## src/inc/rad_pkg.sv

```systemverilog
// shared constants and carriers for the host register address decoder
package rad_pkg;

    // byte offsets of the transmit dma register map (register code times two)
    localparam logic [5:0]  RAD_OFF_DMA_COMMAND_ADDRESS        = 6'h00;
    localparam logic [5:0]  RAD_OFF_TRANSMIT_DMA_MODE          = 6'h02;
    localparam logic [5:0]  RAD_OFF_DMA_CONTROL                = 6'h06;
    localparam logic [5:0]  RAD_OFF_DMA_ARRAY_COUNT            = 6'h08;
    localparam logic [5:0]  RAD_OFF_BURST_DWELL_CONTROL        = 6'h12;
    localparam logic [5:0]  RAD_OFF_DMA_INTERRUPT_VECTOR       = 6'h14;
    localparam logic [5:0]  RAD_OFF_DMA_INTERRUPT_CONTROL      = 6'h18;
    localparam logic [5:0]  RAD_OFF_DMA_INTERRUPT_CLEAR        = 6'h1A;
    localparam logic [5:0]  RAD_OFF_DMA_INTERRUPT_SET          = 6'h1C;
    localparam logic [5:0]  RAD_OFF_TRANSMIT_DMA_INTERRUPT_ARM = 6'h1E;
    localparam logic [5:0]  RAD_OFF_TRANSMIT_BYTE_COUNT        = 6'h2A;
    localparam logic [5:0]  RAD_OFF_TRANSMIT_ADDRESS_LOW       = 6'h2C;
    localparam logic [5:0]  RAD_OFF_TRANSMIT_ADDRESS_HIGH      = 6'h2E;

    // one bit per implemented transmit-side dma register code
    localparam logic [31:0] RAD_DMA_MAP =
        (32'h1 << RAD_OFF_DMA_COMMAND_ADDRESS[5:1]) | (32'h1 << RAD_OFF_TRANSMIT_DMA_MODE[5:1]) |
        (32'h1 << RAD_OFF_DMA_CONTROL[5:1]) | (32'h1 << RAD_OFF_DMA_ARRAY_COUNT[5:1]) |
        (32'h1 << RAD_OFF_BURST_DWELL_CONTROL[5:1]) | (32'h1 << RAD_OFF_DMA_INTERRUPT_VECTOR[5:1]) |
        (32'h1 << RAD_OFF_DMA_INTERRUPT_CONTROL[5:1]) | (32'h1 << RAD_OFF_DMA_INTERRUPT_CLEAR[5:1]) |
        (32'h1 << RAD_OFF_DMA_INTERRUPT_SET[5:1]) | (32'h1 << RAD_OFF_TRANSMIT_DMA_INTERRUPT_ARM[5:1]) |
        (32'h1 << RAD_OFF_TRANSMIT_BYTE_COUNT[5:1]) | (32'h1 << RAD_OFF_TRANSMIT_ADDRESS_LOW[5:1]) |
        (32'h1 << RAD_OFF_TRANSMIT_ADDRESS_HIGH[5:1]);

    // reset values
    localparam logic [15:0] RAD_RST_REG   = 16'h0000;
    localparam logic [6:0]  RAD_RST_ADDR  = 7'h00;

    // field positions inside the address/command registers
    localparam int RAD_UL_POS   = 0;
    localparam int RAD_CODE_LSB = 1;
    localparam int RAD_BW_POS   = 6;
    localparam int RAD_RXTX_POS = 7;
    // multiplexed pins with shift right address clear use one bit higher
    localparam int RAD_NOSHIFT_LSB = 1;
    // separate address pins
    localparam int RAD_SEP_LSB  = 8;
    // register code bit that is ignored for the shared data register
    localparam int RAD_DATA_IGNORE_BIT = 3;
    localparam logic [4:0] RAD_CODE_CMD = 5'h00;

    // addressing triple: byte/word, register code, upper/lower
    typedef struct packed {
        logic       bw;
        logic [4:0] code;
        logic       ul;
    } rad_addr_t;

    // register selection handed to the rest of the device
    typedef struct packed {
        logic       serial;    // serial controller side when set, dma side when clear
        logic       rx;        // receive side dma register
        logic [4:0] code;      // register code field
        logic       wide;      // 16-bit transfer
        logic       upper;     // high byte of an 8-bit transfer
        logic       data_reg;  // shared receive/transmit data location
        logic       read;      // read cycle
    } rad_sel_t;

    // access phases
    typedef enum logic [1:0] {
        RAD_IDLE   = 2'b01,
        RAD_ACTIVE = 2'b10
    } rad_state_t;

endpackage

```

## src/verilog/rad_register_address_decoder.sv

```systemverilog
`timescale 1ns/100ps
// Functional notes
// - shift right: muxed address from lines 6-0
// - separate address: lines 14-8 latched on strobes
// - serial indirect from serial command low seven
// - dma indirect from dma command low eight
// - register code from five-bit field
// - wide bus: byte/word bit picks width
// - narrow bus ignores byte/word bit
// - byte access: upper/lower picks byte
// - implicit dma command register access
// - implicit serial command register access
// - both selects high: data register access
// - data register ignores code bit three
// - command register redirects its own address
// - decode on chip select plus strobe
// - no shift: lines 7-1, line 0 ignored
// - separate: upper/lower line 8, code 13-9
module rad_register_address_decoder
    import rad_pkg::*;
(
    input  wire logic        clk_in,
    input  wire logic        nrst_in,
    input  wire logic [15:0] muxed_addr_data_in,
    output logic      [15:0] muxed_addr_data_out,
    output logic             muxed_addr_data_oe_out,
    input  wire logic        chip_select_n_in,
    input  wire logic        address_strobe_n_in,
    input  wire logic        data_strobe_n_in,
    input  wire logic        read_strobe_n_in,
    input  wire logic        write_strobe_n_in,
    input  wire logic        read_not_write_in,
    input  wire logic        serial_dma_sel_in,
    input  wire logic        data_control_sel_in,
    input  wire logic        wide_bus_setting_in,
    input  wire logic        shift_right_address_in,
    input  wire logic        separate_address_in,
    input  wire logic [15:0] receive_data_in,
    output rad_sel_t         sel_out,
    output logic             access_out,
    output logic             transmit_write_out,
    output logic [15:0]      transmit_data_out,
    output logic             receive_read_out,
    output logic             strobe_seen_out
);

    // synchronised pins
    logic [15:0] s_ad;      // address/data lines
    logic        s_cs_n;    // chip select
    logic        s_as_n;    // address strobe
    logic        s_ds_n;    // data strobe
    logic        s_rd_n;    // read strobe
    logic        s_wr_n;    // write strobe
    logic        s_rnw;     // direction for data strobe cycles
    logic        s_sd;      // serial/dma select
    logic        s_dc;      // data/control select

    rad_sync #(.W(24)) u_sync (
        .clk_in   (clk_in),
        .nrst_in  (nrst_in),
        .pin_in   ({muxed_addr_data_in, chip_select_n_in, address_strobe_n_in, data_strobe_n_in,
                    read_strobe_n_in, write_strobe_n_in, read_not_write_in, serial_dma_sel_in,
                    data_control_sel_in}),
        .sync_out ({s_ad, s_cs_n, s_as_n, s_ds_n, s_rd_n, s_wr_n, s_rnw, s_sd, s_dc})
    );

    // registers and state
    rad_state_t  state;           // access phase
    logic        prev_as_n;       // address strobe one cycle back
    logic        as_seen;         // address strobe activity since reset
    rad_addr_t   direct_addr;     // address captured from the pins
    logic [15:0] serial_cmd;      // serial_address_command
    logic [15:0] dma_mem [32];    // transmit-side dma registers, one word per code
    logic [15:0] wdata;           // last data seen on the lines while active
    rad_sel_t    sel;             // selection of the current access
    logic [15:0] rdata;           // read data driven onto the lines
    logic        access;          // one-cycle access start

    // combinational decode
    logic        active;          // chip select with a data-phase strobe
    logic        start;           // first cycle of an access
    logic        finish;          // strobes released in an access
    logic        as_rise;         // trailing edge of the address strobe
    logic        cyc_read;        // direction of the starting cycle
    logic        direct;          // pins carry the register address
    rad_addr_t   pin_addr;        // pin address for this access
    rad_addr_t   cmd_addr;        // indirect address from the selected command register
    logic [7:0]  cmd_low;         // low byte of the selected command register
    rad_sel_t    next_sel;        // selection for the starting access
    logic [15:0] next_rdata;      // read word for the starting access
    logic [15:0] dma_cmd;         // dma_address_command word

    assign dma_cmd = dma_mem[RAD_CODE_CMD];

    // split a seven bit field into byte/word, code and upper/lower
    function automatic rad_addr_t split_addr(input logic [6:0] raw);
        rad_addr_t a;
        a.bw   = raw[RAD_BW_POS];
        a.code = raw[RAD_CODE_LSB +: 5];
        a.ul   = raw[RAD_UL_POS];
        return a;
    endfunction

    // transmit-side dma code backed by storage
    function automatic logic dma_mapped(input logic rx, input logic [4:0] code);
        return !rx && RAD_DMA_MAP[code];
    endfunction

    // code that lands on the shared receive/transmit data location
    function automatic logic is_data_code(input logic [4:0] code);
        logic [4:0] m;
        m = code;
        m[RAD_DATA_IGNORE_BIT] = 1'b0;
        return m == 5'h10;
    endfunction

    // merge a byte or a word into an old register value
    function automatic logic [15:0] merge(input logic [15:0] old, input logic [15:0] d, input rad_sel_t s);
        if (s.wide)
            return d;
        else if (s.upper)
            return {d[7:0], old[7:0]};
        else
            return {old[15:8], d[7:0]};
    endfunction

    // an access needs chip select plus read, write or data strobe
    assign active   = !s_cs_n && (!s_ds_n || !s_rd_n || !s_wr_n);
    assign start    = (state == RAD_IDLE) && active;
    assign finish   = (state == RAD_ACTIVE) && !active;
    assign as_rise  = s_as_n && !prev_as_n;
    assign cyc_read = !s_rd_n || (s_wr_n && s_rnw);
    // pins address the register on a multiplexed bus or in separate address mode
    assign direct   = as_seen || separate_address_in;

    // without address strobe activity the separate lines are taken at the strobe
    always_comb begin
        if (separate_address_in && !as_seen)
            pin_addr = split_addr(s_ad[RAD_SEP_LSB +: 7]);
        else
            pin_addr = direct_addr;
    end

    // pick the command register that the serial/dma select points at
    always_comb begin
        cmd_low  = s_sd ? serial_cmd[7:0] : dma_cmd[7:0];
        cmd_addr = split_addr(cmd_low[6:0]);
    end

    // selection for a new access
    always_comb begin
        next_sel        = '0;
        next_sel.serial = s_sd;
        next_sel.read   = cyc_read;
        if (s_sd && s_dc) begin
            // implicit data register, low byte on a narrow bus
            next_sel.code     = 5'h10;
            next_sel.wide     = wide_bus_setting_in;
            next_sel.data_reg = 1'b1;
        end else if ((!direct || pin_addr.code == RAD_CODE_CMD) && cmd_low[5:0] == 6'h00) begin
            // implicit command register, sized by the bus width
            next_sel.code = RAD_CODE_CMD;
            next_sel.wide = wide_bus_setting_in;
        end else if (!direct || pin_addr.code == RAD_CODE_CMD) begin
            // indirect through the command register, also under direct addressing
            next_sel.code  = cmd_addr.code;
            next_sel.rx    = !s_sd && cmd_low[RAD_RXTX_POS];
            next_sel.wide  = wide_bus_setting_in && !cmd_addr.bw;
            next_sel.upper = !next_sel.wide && cmd_addr.ul;
        end else begin
            // direct from the pins, dma receive side selected by data/control
            next_sel.code  = pin_addr.code;
            next_sel.rx    = !s_sd && s_dc;
            next_sel.wide  = wide_bus_setting_in && !pin_addr.bw;
            next_sel.upper = !next_sel.wide && pin_addr.ul;
        end
        if (next_sel.serial && is_data_code(next_sel.code))
            next_sel.data_reg = 1'b1;
    end

    // read word for the new access, zero for unmapped codes
    always_comb begin
        logic [15:0] w;
        w = 16'h0000;
        if (next_sel.serial) begin
            if (next_sel.data_reg)
                w = receive_data_in;
            else if (next_sel.code == RAD_CODE_CMD)
                w = serial_cmd;
            else
                w = 16'h0000;
        end else if (next_sel.code == RAD_CODE_CMD) begin
            w = dma_cmd;  // dma command register answers for either side
        end else if (dma_mapped(next_sel.rx, next_sel.code)) begin
            w = dma_mem[next_sel.code];
        end else begin
            w = 16'h0000;
        end
        // byte reads always come back on the low lane
        if (next_sel.wide)
            next_rdata = w;
        else if (next_sel.upper)
            next_rdata = {8'h00, w[15:8]};
        else
            next_rdata = {8'h00, w[7:0]};
    end

    // access phase tracking
    always_ff @(posedge clk_in or negedge nrst_in) begin
        if (!nrst_in)
            state <= RAD_IDLE;
        else begin
            case (state)
                RAD_IDLE:   if (start) state <= RAD_ACTIVE;
                RAD_ACTIVE: if (!active) state <= RAD_IDLE;
                default:    state <= RAD_IDLE;
            endcase
        end
    end

    // address strobe detection, cleared only by reset
    always_ff @(posedge clk_in or negedge nrst_in) begin
        if (!nrst_in) begin
            prev_as_n <= 1'b1;
            as_seen   <= 1'b0;
        end else begin
            prev_as_n <= s_as_n;
            if (as_rise)
                as_seen <= 1'b1;
        end
    end

    // address capture at the trailing edge of the address strobe
    always_ff @(posedge clk_in or negedge nrst_in) begin
        if (!nrst_in)
            direct_addr <= RAD_RST_ADDR;  // packed triple takes the 7-bit reset word as is
        else if (as_rise) begin
            if (separate_address_in)
                direct_addr <= split_addr(s_ad[RAD_SEP_LSB +: 7]);
            else if (shift_right_address_in)
                direct_addr <= split_addr(s_ad[6:0]);
            else
                direct_addr <= split_addr(s_ad[RAD_NOSHIFT_LSB +: 7]);
        end
    end

    // selection and read data registered at the access start
    always_ff @(posedge clk_in or negedge nrst_in) begin
        if (!nrst_in) begin
            sel    <= '0;
            rdata  <= RAD_RST_REG;
            access <= 1'b0;
        end else begin
            access <= start;
            if (start) begin
                sel   <= next_sel;
                rdata <= next_rdata;
            end
        end
    end

    // data on the lines is sampled every cycle of the access after its start cycle
    always_ff @(posedge clk_in or negedge nrst_in) begin
        if (!nrst_in)
            wdata <= RAD_RST_REG;
        else if (state == RAD_ACTIVE && active)
            wdata <= s_ad;
    end

    // register writes happen when the strobes release
    always_ff @(posedge clk_in or negedge nrst_in) begin
        if (!nrst_in) begin
            serial_cmd <= RAD_RST_REG;
            for (int i = 0; i < 32; i++)
                dma_mem[i] <= RAD_RST_REG;
        end else if (finish && !sel.read) begin
            if (sel.serial && !sel.data_reg && sel.code == RAD_CODE_CMD)
                serial_cmd <= merge(serial_cmd, wdata, sel);
            else if (!sel.serial && sel.code == RAD_CODE_CMD)
                dma_mem[RAD_CODE_CMD] <= merge(dma_cmd, wdata, sel);
            else if (!sel.serial && dma_mapped(sel.rx, sel.code))
                dma_mem[sel.code] <= merge(dma_mem[sel.code], wdata, sel);
            // anything else is dropped
        end
    end

    // transmit data hand-off and receive read notice
    always_ff @(posedge clk_in or negedge nrst_in) begin
        if (!nrst_in) begin
            transmit_write_out <= 1'b0;
            transmit_data_out  <= RAD_RST_REG;
            receive_read_out   <= 1'b0;
        end else begin
            transmit_write_out <= finish && !sel.read && sel.serial && sel.data_reg;
            receive_read_out   <= start && next_sel.read && next_sel.serial && next_sel.data_reg;
            if (finish && !sel.read && sel.serial && sel.data_reg)
                transmit_data_out <= sel.wide ? wdata : {8'h00, wdata[7:0]};
        end
    end

    // outputs; lines are driven only during a read access
    assign muxed_addr_data_out    = rdata;
    assign muxed_addr_data_oe_out = (state == RAD_ACTIVE) && sel.read && active;
    assign sel_out                = sel;
    assign access_out             = access;
    assign strobe_seen_out        = as_seen;
endmodule

```

## src/verilog/rad_sync.sv

```systemverilog
`timescale 1ns/100ps
// two flop synchroniser for a group of pins
module rad_sync #(
    parameter int W = 1
) (
    input  wire logic         clk_in,
    input  wire logic         nrst_in,
    input  wire logic [W-1:0] pin_in,
    output logic      [W-1:0] sync_out
);
    logic [W-1:0] meta;  // first stage, read only by the second stage

    // both stages reset high so idle active-low strobes look released
    always_ff @(posedge clk_in or negedge nrst_in) begin
        if (!nrst_in) begin
            meta     <= '1;
            sync_out <= '1;
        end else begin
            meta     <= pin_in;
            sync_out <= meta;
        end
    end
endmodule
```

## config.mk

```make
export PLATFORM = sky130hd
export DESIGN_NAME = rad_register_address_decoder
export DESIGN_NICKNAME = d
export VERILOG_FILES = /design/src/inc/rad_pkg.sv /design/src/verilog/rad_register_address_decoder.sv /design/src/verilog/rad_sync.sv
export SDC_FILE = /design/constraint.sdc
export NUM_CORES = 1
export LEC_CHECK = 0
export ABC_AREA = 1
export BUFFER_PORTS_ARGS = -buffer_cell sky130_fd_sc_hd__buf_4
export CORE_MARGIN = 2
export CORE_UTILIZATION = 45
export DETAILED_ROUTE_END_ITERATION = 7
export PLACE_DENSITY = 0.62
export RECOVER_POWER = 25
export SLEW_MARGIN = 5
export SYNTH_ARGS = -nofsm -noshare
export SYNTH_HDL_FRONTEND = slang
export SYNTH_SLANG_ARGS = --single-unit
export TNS_END_PERCENT = 5
```

## constraint.sdc

```tcl
create_clock -name clk_in -period 4.1 [get_ports clk_in]
set_input_delay 0.615 -clock clk_in [delete_from_list [all_inputs] [get_ports clk_in]]
set_output_delay 0.615 -clock clk_in [all_outputs]
set_load 0.05 [all_outputs]
```

Yosys cells after proc, flatten, opt, wreduce, memory -nomap -nowiden
Memory sizes are Yosys's and may differ from the RTL's.
Index checks and enable logic that the tools add are counted.
{ "word_totals": {"rom_bits": 64, "word_cells": 186, "n_memories": 2, "in_bits": 45, "output_inout_bits": 48, "ff_bits": 649} }
{ "mem_list": {"columns": ["name", "depth", "width", "read_ports", "rd_clocked_by_memory_dff", "write_ports", "line_no", "rtl"], "rows": [
  ["(no name shown)", 32, 1, 1, 0, 0, "rad_register_address_decoder.sv:106", "return !rx && RAD_DMA_MAP[code];"],
  ["(no name shown)", 32, 1, 1, 0, 0, "rad_register_address_decoder.sv:106", null]
]} }
{ "classes": {"n_lt_le_gt_ge": 5, "bitwise_logic": 4, "n_reduce_logical": 66, "mux": 45, "eq_ne": 8} }
{ "ops": {"columns": ["operator", "count"], "rows": [
  ["512-bit bitwise mux", 1],
  ["512-bit 2-to-1 mux", 1],
  ["16-bit 2-to-1 mux", 21],
  ["16-bit binary-select mux with 5-bit select", 2],
  ["16-bit demux with 5-bit select", 1],
  ["1-bit logical AND", 31],
  ["8-bit 2-to-1 mux", 3],
  ["7-bit 2-to-1 mux", 3],
  ["1-bit zero test", 18],
  ["5-bit zero test", 3],
  ["6-bit greater-or-equal comparator (second input constant)", 2],
  ["5-bit by 6-bit < comparator with 1-bit output (second input constant)", 2],
  ["6-bit 2-to-1 mux", 2],
  ["5-bit NOT with 6-bit output", 2],
  ["4-bit AND reduction", 3],
  ["1-bit 2-to-1 mux", 8],
  ["6-bit zero test", 1],
  ["6-bit by 1-bit < comparator with 1-bit output (second input constant)", 1],
  ["3-bit != test (second input constant)", 2],
  ["3-bit AND reduction", 2],
  ["1-bit logical OR", 5],
  ["4-bit equality test (second input constant)", 1],
  ["2-bit 2-to-1 mux", 2],
  ["2-bit != test (second input constant)", 2],
  ["7 further kinds", 9]
]} }

Depth between registers and ports, before layout
Gate-level depths: netlist of run 1.
{ "logic_depth": {"word_depth": 19, "ltp_mapped": 26, "depth_no_buf": 22} }

By module
From an unflattened synthesis of run 1, not the netlist that was laid out.
{ "unflattened": {"hier_cells": 3717, "area_unflattened_um2": 30311.6} }
{ "by_module_without_submodules": {"columns": ["mod", "area_per_inst_um2", "seq_area_each_um2", "n_inst", "cells_per_inst"], "rows": [
  ["rad_register_address_decoder", 29050.4, 15041.9, 1, 3669],
  ["rad_sync", 1261.2, 1261.2, 1, 48]
]} }

Worst setup path before layout of run 1
No wires, ideal clock.
{ "synth_timing": {"kind": "flip-flop to flip-flop", "from": "register sel (netlist bit sel_out[4])", "to": "register dma_mem (netlist bit dma_cmd[0])", "setup_time_ns": 0.110, "synth_period_minus_slack_ns": 3.649, "setup_slack_ns": 0.451, "arrival_ns": 3.539, "path_stages_with_launch": 18, "path_cell_list": "dfrtp_1 -> buf_4 -> inv_2 -> buf_2 -> buf_2 -> buf_2 -> buf_1 -> ha_1 -> nand2_1 -> nor2_1 -> inv_1 -> clkbuf_1 -> o21ai_0 -> or2_2 -> clkbuf_1 -> clkbuf_1 -> nand2_1 -> o41ai_1"} }
{ "synth_via": {"elab_chain_cells": 13, "word_cells_on_any_way": 29, "cone_classes": "order compare: 2; eq/ne: 1; mux: 15; bitwise: 2; reduce/logical: 8; memory: 1"} }
{ "synth_rtl": {"columns": ["item", "line_no", "rtl"], "rows": [
  ["start: declaration", "rad_register_address_decoder.sv:75", "rad_sel_t sel;"],
  ["start signal: assignment", "rad_register_address_decoder.sv:256", "sel <= next_sel;"],
  ["5-bit NOT with 6-bit output (implied by the code)", "rad_register_address_decoder.sv:282", "dma_mem[sel.code] <= merge(dma_mem[sel.code], wdata, sel);"],
  ["16-bit binary-select mux with 5-bit select", "rad_register_address_decoder.sv:282", null],
  ["16-bit 2-to-1 mux (implied by the code) (2 in a row)", "rad_register_address_decoder.sv:282", null],
  ["16-bit 2-to-1 mux", "rad_register_address_decoder.sv:121", "else if (s.upper)"],
  ["16-bit 2-to-1 mux", "rad_register_address_decoder.sv:119", "if (s.wide)"],
  ["16-bit 2-to-1 mux", "rad_register_address_decoder.sv:281", "else if (!sel.serial && dma_mapped(sel.rx, sel.code))"],
  ["16-bit 2-to-1 mux", "rad_register_address_decoder.sv:279", "else if (!sel.serial && sel.code == RAD_CODE_CMD)"],
  ["16-bit 2-to-1 mux", "rad_register_address_decoder.sv:277", "if (sel.serial && !sel.data_reg && sel.code == RAD_CODE_CMD)"],
  ["16-bit 2-to-1 mux", "rad_register_address_decoder.sv:276", "end else if (finish && !sel.read) begin"],
  ["512-bit bitwise mux", "rad_register_address_decoder.sv:282", null],
  ["512-bit 2-to-1 mux", "rad_register_address_decoder.sv:281", null],
  ["16-bit 2-to-1 mux", "rad_register_address_decoder.sv:279", null],
  ["end signal: indexed assignment", "rad_register_address_decoder.sv:280", "dma_mem[RAD_CODE_CMD] <= merge(dma_cmd, wdata, sel);"],
  ["end signal: indexed assignment", "rad_register_address_decoder.sv:282", null],
  ["end: declaration", "rad_register_address_decoder.sv:73", "logic [15:0] dma_mem [32];"]
]} }
Several ways; a longest one is shown, not always the timed one. The select of a mux whose other input is x is not followed.
A chain may end at the register's enable or synchronous reset.

Worst setup path after layout of run 1
{ "layout_timing": {"from": "register u_sync.sync_out[1]", "to": "register rdata[2] (netlist: muxed_addr_data_out[2])"} }
{ "layout_via": {"elab_chain_cells": 14, "word_cells_on_any_way": 38, "cone_classes": "eq/ne: 1; mux: 21; bitwise: 1; reduce/logical: 14; memory: 1"} }
{ "layout_rtl": {"columns": ["item", "line_no", "rtl"], "rows": [
  ["start: declaration", "rad_sync.sv:9", "output logic [W-1:0] sync_out"],
  ["start signal: assignment", "rad_sync.sv:20", "sync_out <= meta;"],
  ["8-bit 2-to-1 mux", "rad_register_address_decoder.sv:146", "cmd_low = s_sd ? serial_cmd[7:0] : dma_cmd[7:0];"],
  ["6-bit zero test", "rad_register_address_decoder.sv:160", "end else if ((!direct || pin_addr.code == RAD_CODE_CMD) && cmd_low[5:0] == 6'h00) begin"],
  ["1-bit logical AND", "rad_register_address_decoder.sv:160", null],
  ["6-bit 2-to-1 mux", "rad_register_address_decoder.sv:160", null],
  ["6-bit 2-to-1 mux", "rad_register_address_decoder.sv:155", "if (s_sd && s_dc) begin"],
  ["5-bit NOT with 6-bit output (implied by the code)", "rad_register_address_decoder.sv:195", "w = dma_mem[next_sel.code];"],
  ["16-bit binary-select mux with 5-bit select", "rad_register_address_decoder.sv:195", null],
  ["16-bit 2-to-1 mux (implied by the code) (2 in a row)", "rad_register_address_decoder.sv:195", null],
  ["16-bit 2-to-1 mux", "rad_register_address_decoder.sv:194", "end else if (dma_mapped(next_sel.rx, next_sel.code)) begin"],
  ["16-bit 2-to-1 mux", "rad_register_address_decoder.sv:192", "end else if (next_sel.code == RAD_CODE_CMD) begin"],
  ["16-bit 2-to-1 mux", "rad_register_address_decoder.sv:185", "if (next_sel.serial) begin"],
  ["8-bit 2-to-1 mux", "rad_register_address_decoder.sv:202", "else if (next_sel.upper)"],
  ["16-bit 2-to-1 mux *", "rad_register_address_decoder.sv:200", "if (next_sel.wide)"],
  ["end signal: assignment", "rad_register_address_decoder.sv:257", "rdata <= next_rdata;"],
  ["end: declaration", "rad_register_address_decoder.sv:76", "logic [15:0] rdata;"]
]} }
Every way passes the cells marked *; elsewhere a longest branch is shown, timed or not. The select of a mux whose other input is x is not followed.

==> results of run 1 <==
==> metrics by stage <==
stage	power, mW	setup WS, ps
2_1_floorplan	10.96	450.6
3_3_place_gp	13.82	483.0
3_5_place_dp	13.83	453.0
4_1_cts	20.60	599.6
5_1_grt	21.48	341.3
6_report	20.61	502.5
==> registers in the layout, indices dropped and copies added (netlist names), 2 cells and up <==
register	count
muxed_addr_data_out	16
wdata	16
u_sync.sync_out	24
direct_addr	7
dma_cmd	16
state	2
transmit_data_out	16
sel_out	11
u_sync.meta	24
dma_mem	496
serial_cmd	16
==> layout make-up <==
cell class,count,area [um2]
Clock buffer,93,1992
Clock inverter,32,442.9
Fill cell,6254,32240
Inverter,190,721.9
Multi-Input combinational cell,2425,11350
Sequential cell,649,16310
Tap cell,864,1081
Timing Repair Buffer,233,1952
==> path summary, 6_finish.rpt <==
kind,endpoint,slack (ps),cells past startpoint
max,muxed_addr_data_out[2],500,15
min,u_sync.meta[22],100,1
max reg2reg,muxed_addr_data_out[2],500,15
min reg2reg,u_sync.sync_out[3],350,0
max in group asynchronous,dma_mem[372],1350,1
min in group asynchronous,dma_mem[9],970,1
==> cells in the mapped netlist (5+ instances only) <==
library cell    n
nand3_1       136
clkbuf_1      378
ha_1            5
nand2_2         6
buf_4          17
o211ai_1       33
a21oi_1       162
nor2_1        240
a31oi_1         6
buf_6           8
o22ai_1        73
a221oi_1       15
o21a_1         25
o41ai_1         8
o21ai_1        30
nand4_1        20
o21ai_0       683
buf_2          43
nor3_1         13
inv_1         185
dfrtp_1       599
buf_1           5
dfstp_2        50
nand2_1       920
mux2_2          8
nand3b_1        7
==> routing by layer <==
metal	part of all wire, %	vias up	GRT usage, %
met2	44	1071	41.81
met3	8.3	236	5.640
met4	4.5	0	12.12
met1	43	12040	38.92
met5	0	-	0
li1	-	11830	-
==> cell usage in the layout (no fill, tap or decap), drive strengths merged, types with 73 or more instances in the layout <==
cell type / instances
nand2: 927
o21ai: 717
dfrtp: 599
nor2: 244
buf: 207
inv: 192
a21oi: 165
nand3: 139
clkbuf: 119
o22ai: 73
==> power groups by stage <==
stage | registers, mW | logic [mW] | clock network, mW
floorplan | 7.33 | 3.63 | 0
global placement | 7.09 | 6.73 | 0
detailed placement | 7.09 | 6.75 | 0
CTS | 6.97 | 6.77 | 6.85
global route | 7.00 | 7.37 | 7.10
finish | 6.98 | 6.88 | 6.75
==> cells by family (layout without fill, tap and decap cells) <==
family,after synthesis,count (layout),synth area share [%]
adder cells (fa/ha/maj),5,5,0.2072
AO/OA/AOI/OAI,1056,1056,18.95
buffers and inverters,641,548,8.557
AND/OR/NAND/NOR,1356,1356,17.99
multiplexers,8,8,0.2984
flip-flops,649,649,53.99
==> out/metrics.cfg, run 1 <==
[logic_synthesis]
syn_area_mm2 = 0.03020
yosys_most_used_dff = dfrtp_1
ys_seq_elements = 649
ys_types = 45
async_reset_ff_share_pct = 100.0
netlist_instances = 3715
synth-warning-count = 0
ys_seq_area_share_pct = 53.99
syn-num-nets = 3765
yosysTopAreaCellShare_pct = 49.64
syn_avg_cell_area_um2 = 8.128
synth_edf_count = 0
ys_top_cells_by_area = dfrtp_1 (50%), nand2_1 (11%), o21ai_0 (11%)
synth_top_cell_by_area = dfrtp_1

[placement]
dp_cells = 4361
place_area_mm2 = 0.03144
port_buffers = 92
gp_congestion = 0.9704
post-dp-hpwl_mm = 62.60

[die]
dieArea_mm2 = 0.06919
pin_count = 93
rows = 94
core_region_area_mm2 = 0.06610
die_h_um = 263.0
start_util_pct = 45.68
die_x_um = 263.0

[cells_and_area]
final_area_mm2 = 0.03385
nNetsFinal = 3618
diodes = 0
fin_util_pct = 51.22
drive_gt1_share_pct = 12.42
area_delta_synth_final_pct = 12.12
finalNonFillerCells = 4486

[power_and_ir_drop]
p_clk_share_pct = 32.8
p_sw_share_pct = 38.43
p_int_mw = 12.69
peakVddDrop_v = 0.0005222
p_sw_mw = 7.919
cellPowerDensity_mw_per_mm2 = 608.7
p_leak_nw = 15.49
p_comb_share_pct = 33.4
seq_power_share_pct = 33.9

[clock_tree]
clock-root-buffer = clkbuf_16
cts_setup_buffers = 0
clkLatencyLatePin_ps = 630
cts.clk_slew.worst_paths_ps = 60
numCtsBuffers = 69
clock_sinks = 649
cts_tree = built
ctsResizeCount = 0
cts_hold_buf = 0
clockBufferDepth = 3
h-tree-depth = 3

[global_route]
grt_pass1_wl_mm = 148.5
grt_overflow = 0
antenna_found_initial = 0
grt_max_degree = 141
grt_use_total_pct = 27.76
grt_pass1_vias = 24160

[routing]
drt_wl_total_mm = 95.95
drc = 0
routedWlPerCell_um = 21.39
drtIter0Drc = 2698
firstDrtPassIters = 6
routed_via_density = 5.613
vias = 25180
ant_nets = 0

[sta]
period_share_pct = 87.74
final_max_slew_viol_count = 94
rsz0062_at_grt = no
skew_ps = 24.11
post-route-min-period_ps = 3598
tns_ps = 0
hold_viol = 0
holdWs_ps = 95.08
fmax_mhz = 278.0
slew_headroom_pct = -102.9
worst-slew-pin-transition_ps = 3044
finalSetupViolations = 0

[hold_path]
hold_path_class = in2reg
min_from = muxed_addr_data_in[14]

[worst_setup_path]
cpMostUsedCell = nand2_1
r2r_start = u_sync.sync_out[1]
cpMaxStageDelayCell = dfstp_2
arrival_ps = 4160
path_class = reg2reg
cp_num_buf_inv = 2
worstPathRequired_ps = 4660
crit_family = simple AND/OR/NAND/NOR gates
critPathMaxStageDelay_ps = 710
cp_cell_sequence = clkinv_1, o21ai_0, nand4_1, nor2_1, nand2_2, nand2_2, buf_4, nand2_1, a21oi_1, o211ai_1, nand2_1, nand4_1, nand2_1, nand2_1, nand2_1
startpoint = u_sync.sync_out[1]
crit_path_max_fanout = 14
worstSetupStartpointType = register
worstSetupEndpointType = register

[flow_run]
cap_violations = 1

[status]
violations = capacitance limit, slew limit
status = finished, violations left

Power figures use the tool's default switching activity.
==> run 2, diff against run 1 <==
Settings changed: SYNTH_HIERARCHICAL from default to 1.
==> out/metrics.cfg, run 2 <==
[status]
status = finished, violations left
violations = capacitance limit, slew limit

[sta]
slew_headroom_pct = -58.40
finalSetupViolations = 0
worst-slew-pin-transition_ps = 2376
rsz0062_at_grt = no
skew_ps = 20.86
post-route-min-period_ps = 3663
final_max_slew_viol_count = 73
tns_ps = 0
hold_viol = 0
fmax_mhz = 273.0
period_share_pct = 89.34

[clock_tree]
ctsResizeCount = 0
numCtsBuffers = 72
cts_setup_buffers = 0
cts_hold_buf = 0
h-tree-depth = 3
clockBufferDepth = 3
clock_sinks = 649
cts_tree = built
cts.clk_slew.worst_paths_ps = 60
clkLatencyLatePin_ps = 630
clock-root-buffer = clkbuf_16

[cells_and_area]
area_delta_synth_final_pct = 11.64
final_area_mm2 = 0.03384
final_common_cell = nand2_1
final_cell_mix = nand2_1 (939), o21ai_0 (656), dfrtp_1 (597)
diodes = 0
nNetsFinal = 3601
fillers = 6300
largest_reg_flops = 496
top_register = dma_mem
reg.largest.list = dma_mem: 496 flops, u_sync/meta: 24 flops, u_sync/sync_out: 24 flops
drive_gt1_share_pct = 12.58

[routing]
routed_via_density = 5.673
routedWlPerCell_um = 22.14
vias = 25430
firstDrtPassIters = 6
drc = 0
drt_wl_total_mm = 99.22
ant_nets = 0
drtIter0Drc = 3083

[power_and_ir_drop]
cellPowerDensity_mw_per_mm2 = 630.6
p_comb_share_pct = 35.4
p_leak_nw = 15.42
p_sw_mw = 8.506
peakVddDrop_v = 0.0004946
p_clk_share_pct = 31.9
seq_power_share_pct = 32.7
p_int_mw = 12.83
p_sw_share_pct = 39.86

[hold_path]
hold_path_class = in2reg
hold_path_depth = 1
min_from = muxed_addr_data_in[14]
min_to = u_sync/meta[22]

[global_route]
grt_overflow = 0
antenna_found_initial = 2
grt_use_total_pct = 28.50
grt_util_met1_pct = 41.53
use_met3_pct = 5.369
grt_util_met2_pct = 41.18
grt_pass1_vias = 23640
busiest_layer = met1
grt_pass1_wl_mm = 151.5
grt_max_degree = 96

[placement]
port_buffers = 92
place_area_mm2 = 0.03138
post-dp-hpwl_mm = 66.33
gp_congestion = 0.9775

[logic_synthesis]
async_reset_ff_share_pct = 100.0
synth_edf_count = 0
ys_types = 51
synthTopCellsByCount = nand2_1 (939), o21ai_0 (656), dfrtp_1 (599)
synth-warning-count = 6
syn-num-nets = 3767
synth_top_cell_by_area = dfrtp_1
synth.most_common_cell = nand2_1
syn_avg_cell_area_um2 = 8.155
syn_area_mm2 = 0.03031
ys_seq_area_share_pct = 53.79
yosysTopAreaCellShare_pct = 49.45
yosys_most_used_dff = dfrtp_1
ys_seq_elements = 649
netlist_instances = 3717
ys_top_cells_by_area = dfrtp_1 (49%), nand2_1 (12%), o21ai_0 (11%)

[die]
die_x_um = 263.5
rows = 95
start_util_pct = 45.29
pin_count = 93
die_h_um = 263.5
dieArea_mm2 = 0.06945
core_region_area_mm2 = 0.06692

[worst_setup_path]
r2r_start = sel_out[4]
crit_path_max_fanout = 61
regToRegEndpoint = dma_mem[322]
arrival_ps = 4140
r2r_setup_slack_ps = 440
worstSetupEndpointType = register
worst_r2r_path_depth = 13
worstPathRequired_ps = 4580
path_class = reg2reg
worstSetupStartpointType = register

[flow_run]
cap_violations = 1

run 2: changes by cell type after synthesis, sizes merged, moves of 9 or more:
cell,previous run,this run
clkbuf,378,343
nand2,927,957
buf,73,107
nand3,139,158
o211ai,34,20
o21ai,717,708
run 2: area by class of cell:
cell class / count / area [um2] / share of cell area, %
tap: 873 / 1092 / 3.228
clock inverter: 31 / 376.6 / 1.113
timing repair buffer: 210 / 1836 / 5.424
inverter: 188 / 720.7 / 2.130
multi-input combinational: 2430 / 11390 / 33.65
clock buffer: 101 / 2118 / 6.259
sequential: 649 / 16310 / 48.20
run 2: worst max path at each step:
| stage | to | from | slack [ps] |
|---|---|---|---|
| 2_1_floorplan | dma_mem[267] | sel_out[4] | 840 |
| 3_3_place_gp | muxed_addr_data_out[3] | separate_address_in | 410 |
| 3_5_place_dp | muxed_addr_data_out[3] | separate_address_in | 370 |
| 4_1_cts | dma_mem[368] | sel_out[4] | 590 |
| 5_1_grt | dma_mem[466] | sel_out[4] | 270 |
| 6_report | dma_mem[322] | sel_out[4] | 440 |
run 2: critical path, cell delays in order, from the launching register on:
cell      delay, ps
dfrtp_4         600
inv_8           310
buf_12          320
a21oi_1         100
o21ai_0          90
nand2_1         110
nand2_1         120
nand4_1         180
a221oi_1        430
nand3_1         240
nand2_1         110
o21a_1          380
buf_4           320
o21ai_0         120
run 2: stage by stage:
step                      util (%)  hold slack (ps)  total power, mW  instances  setup slack, ps
after floorplan                  -            319.4            11.22       3717            836.0
after global placement       46.90            345.8            14.42       4350            407.9
after detailed placement     46.90            346.9            14.42       4350            370.6
after CTS                    50.62            35.59            21.26       4482            587.7
after global routing         50.57            80.76            22.14       4482            273.1
final                        50.57            86.31            21.34       4482            437.1
run 2: logic make-up (layout without fill, tap and decap cells):
logic type	after synthesis	after routing	synth area share [%]
AND/OR/NAND/NOR	1389	1389	18.79
flip-flops	649	649	53.79
multiplexers	10	10	0.3633
adder cells (fa/ha/maj)	5	5	0.2064
buffers and inverters	638	530	8.722
AO/OA/AOI/OAI	1026	1026	18.13
run 2: routing by layer:
metal  vias to the layer above  routed length (um)
li1                      11780                   -
met1                     12150               43050
met4                         4                4688
met2                      1229               42670
met5                         -                  23
met3                       259                8786
run 2: power groups by stage:
stage / registers [mW] / logic [mW] / clock network, mW
3_5_place_dp: 7.07 / 7.34 / 0
6_report: 6.97 / 7.55 / 6.82
2_1_floorplan: 7.36 / 3.87 / 0
5_1_grt: 7.00 / 7.98 / 7.16
3_3_place_gp: 7.07 / 7.35 / 0
4_1_cts: 6.96 / 7.37 / 6.93
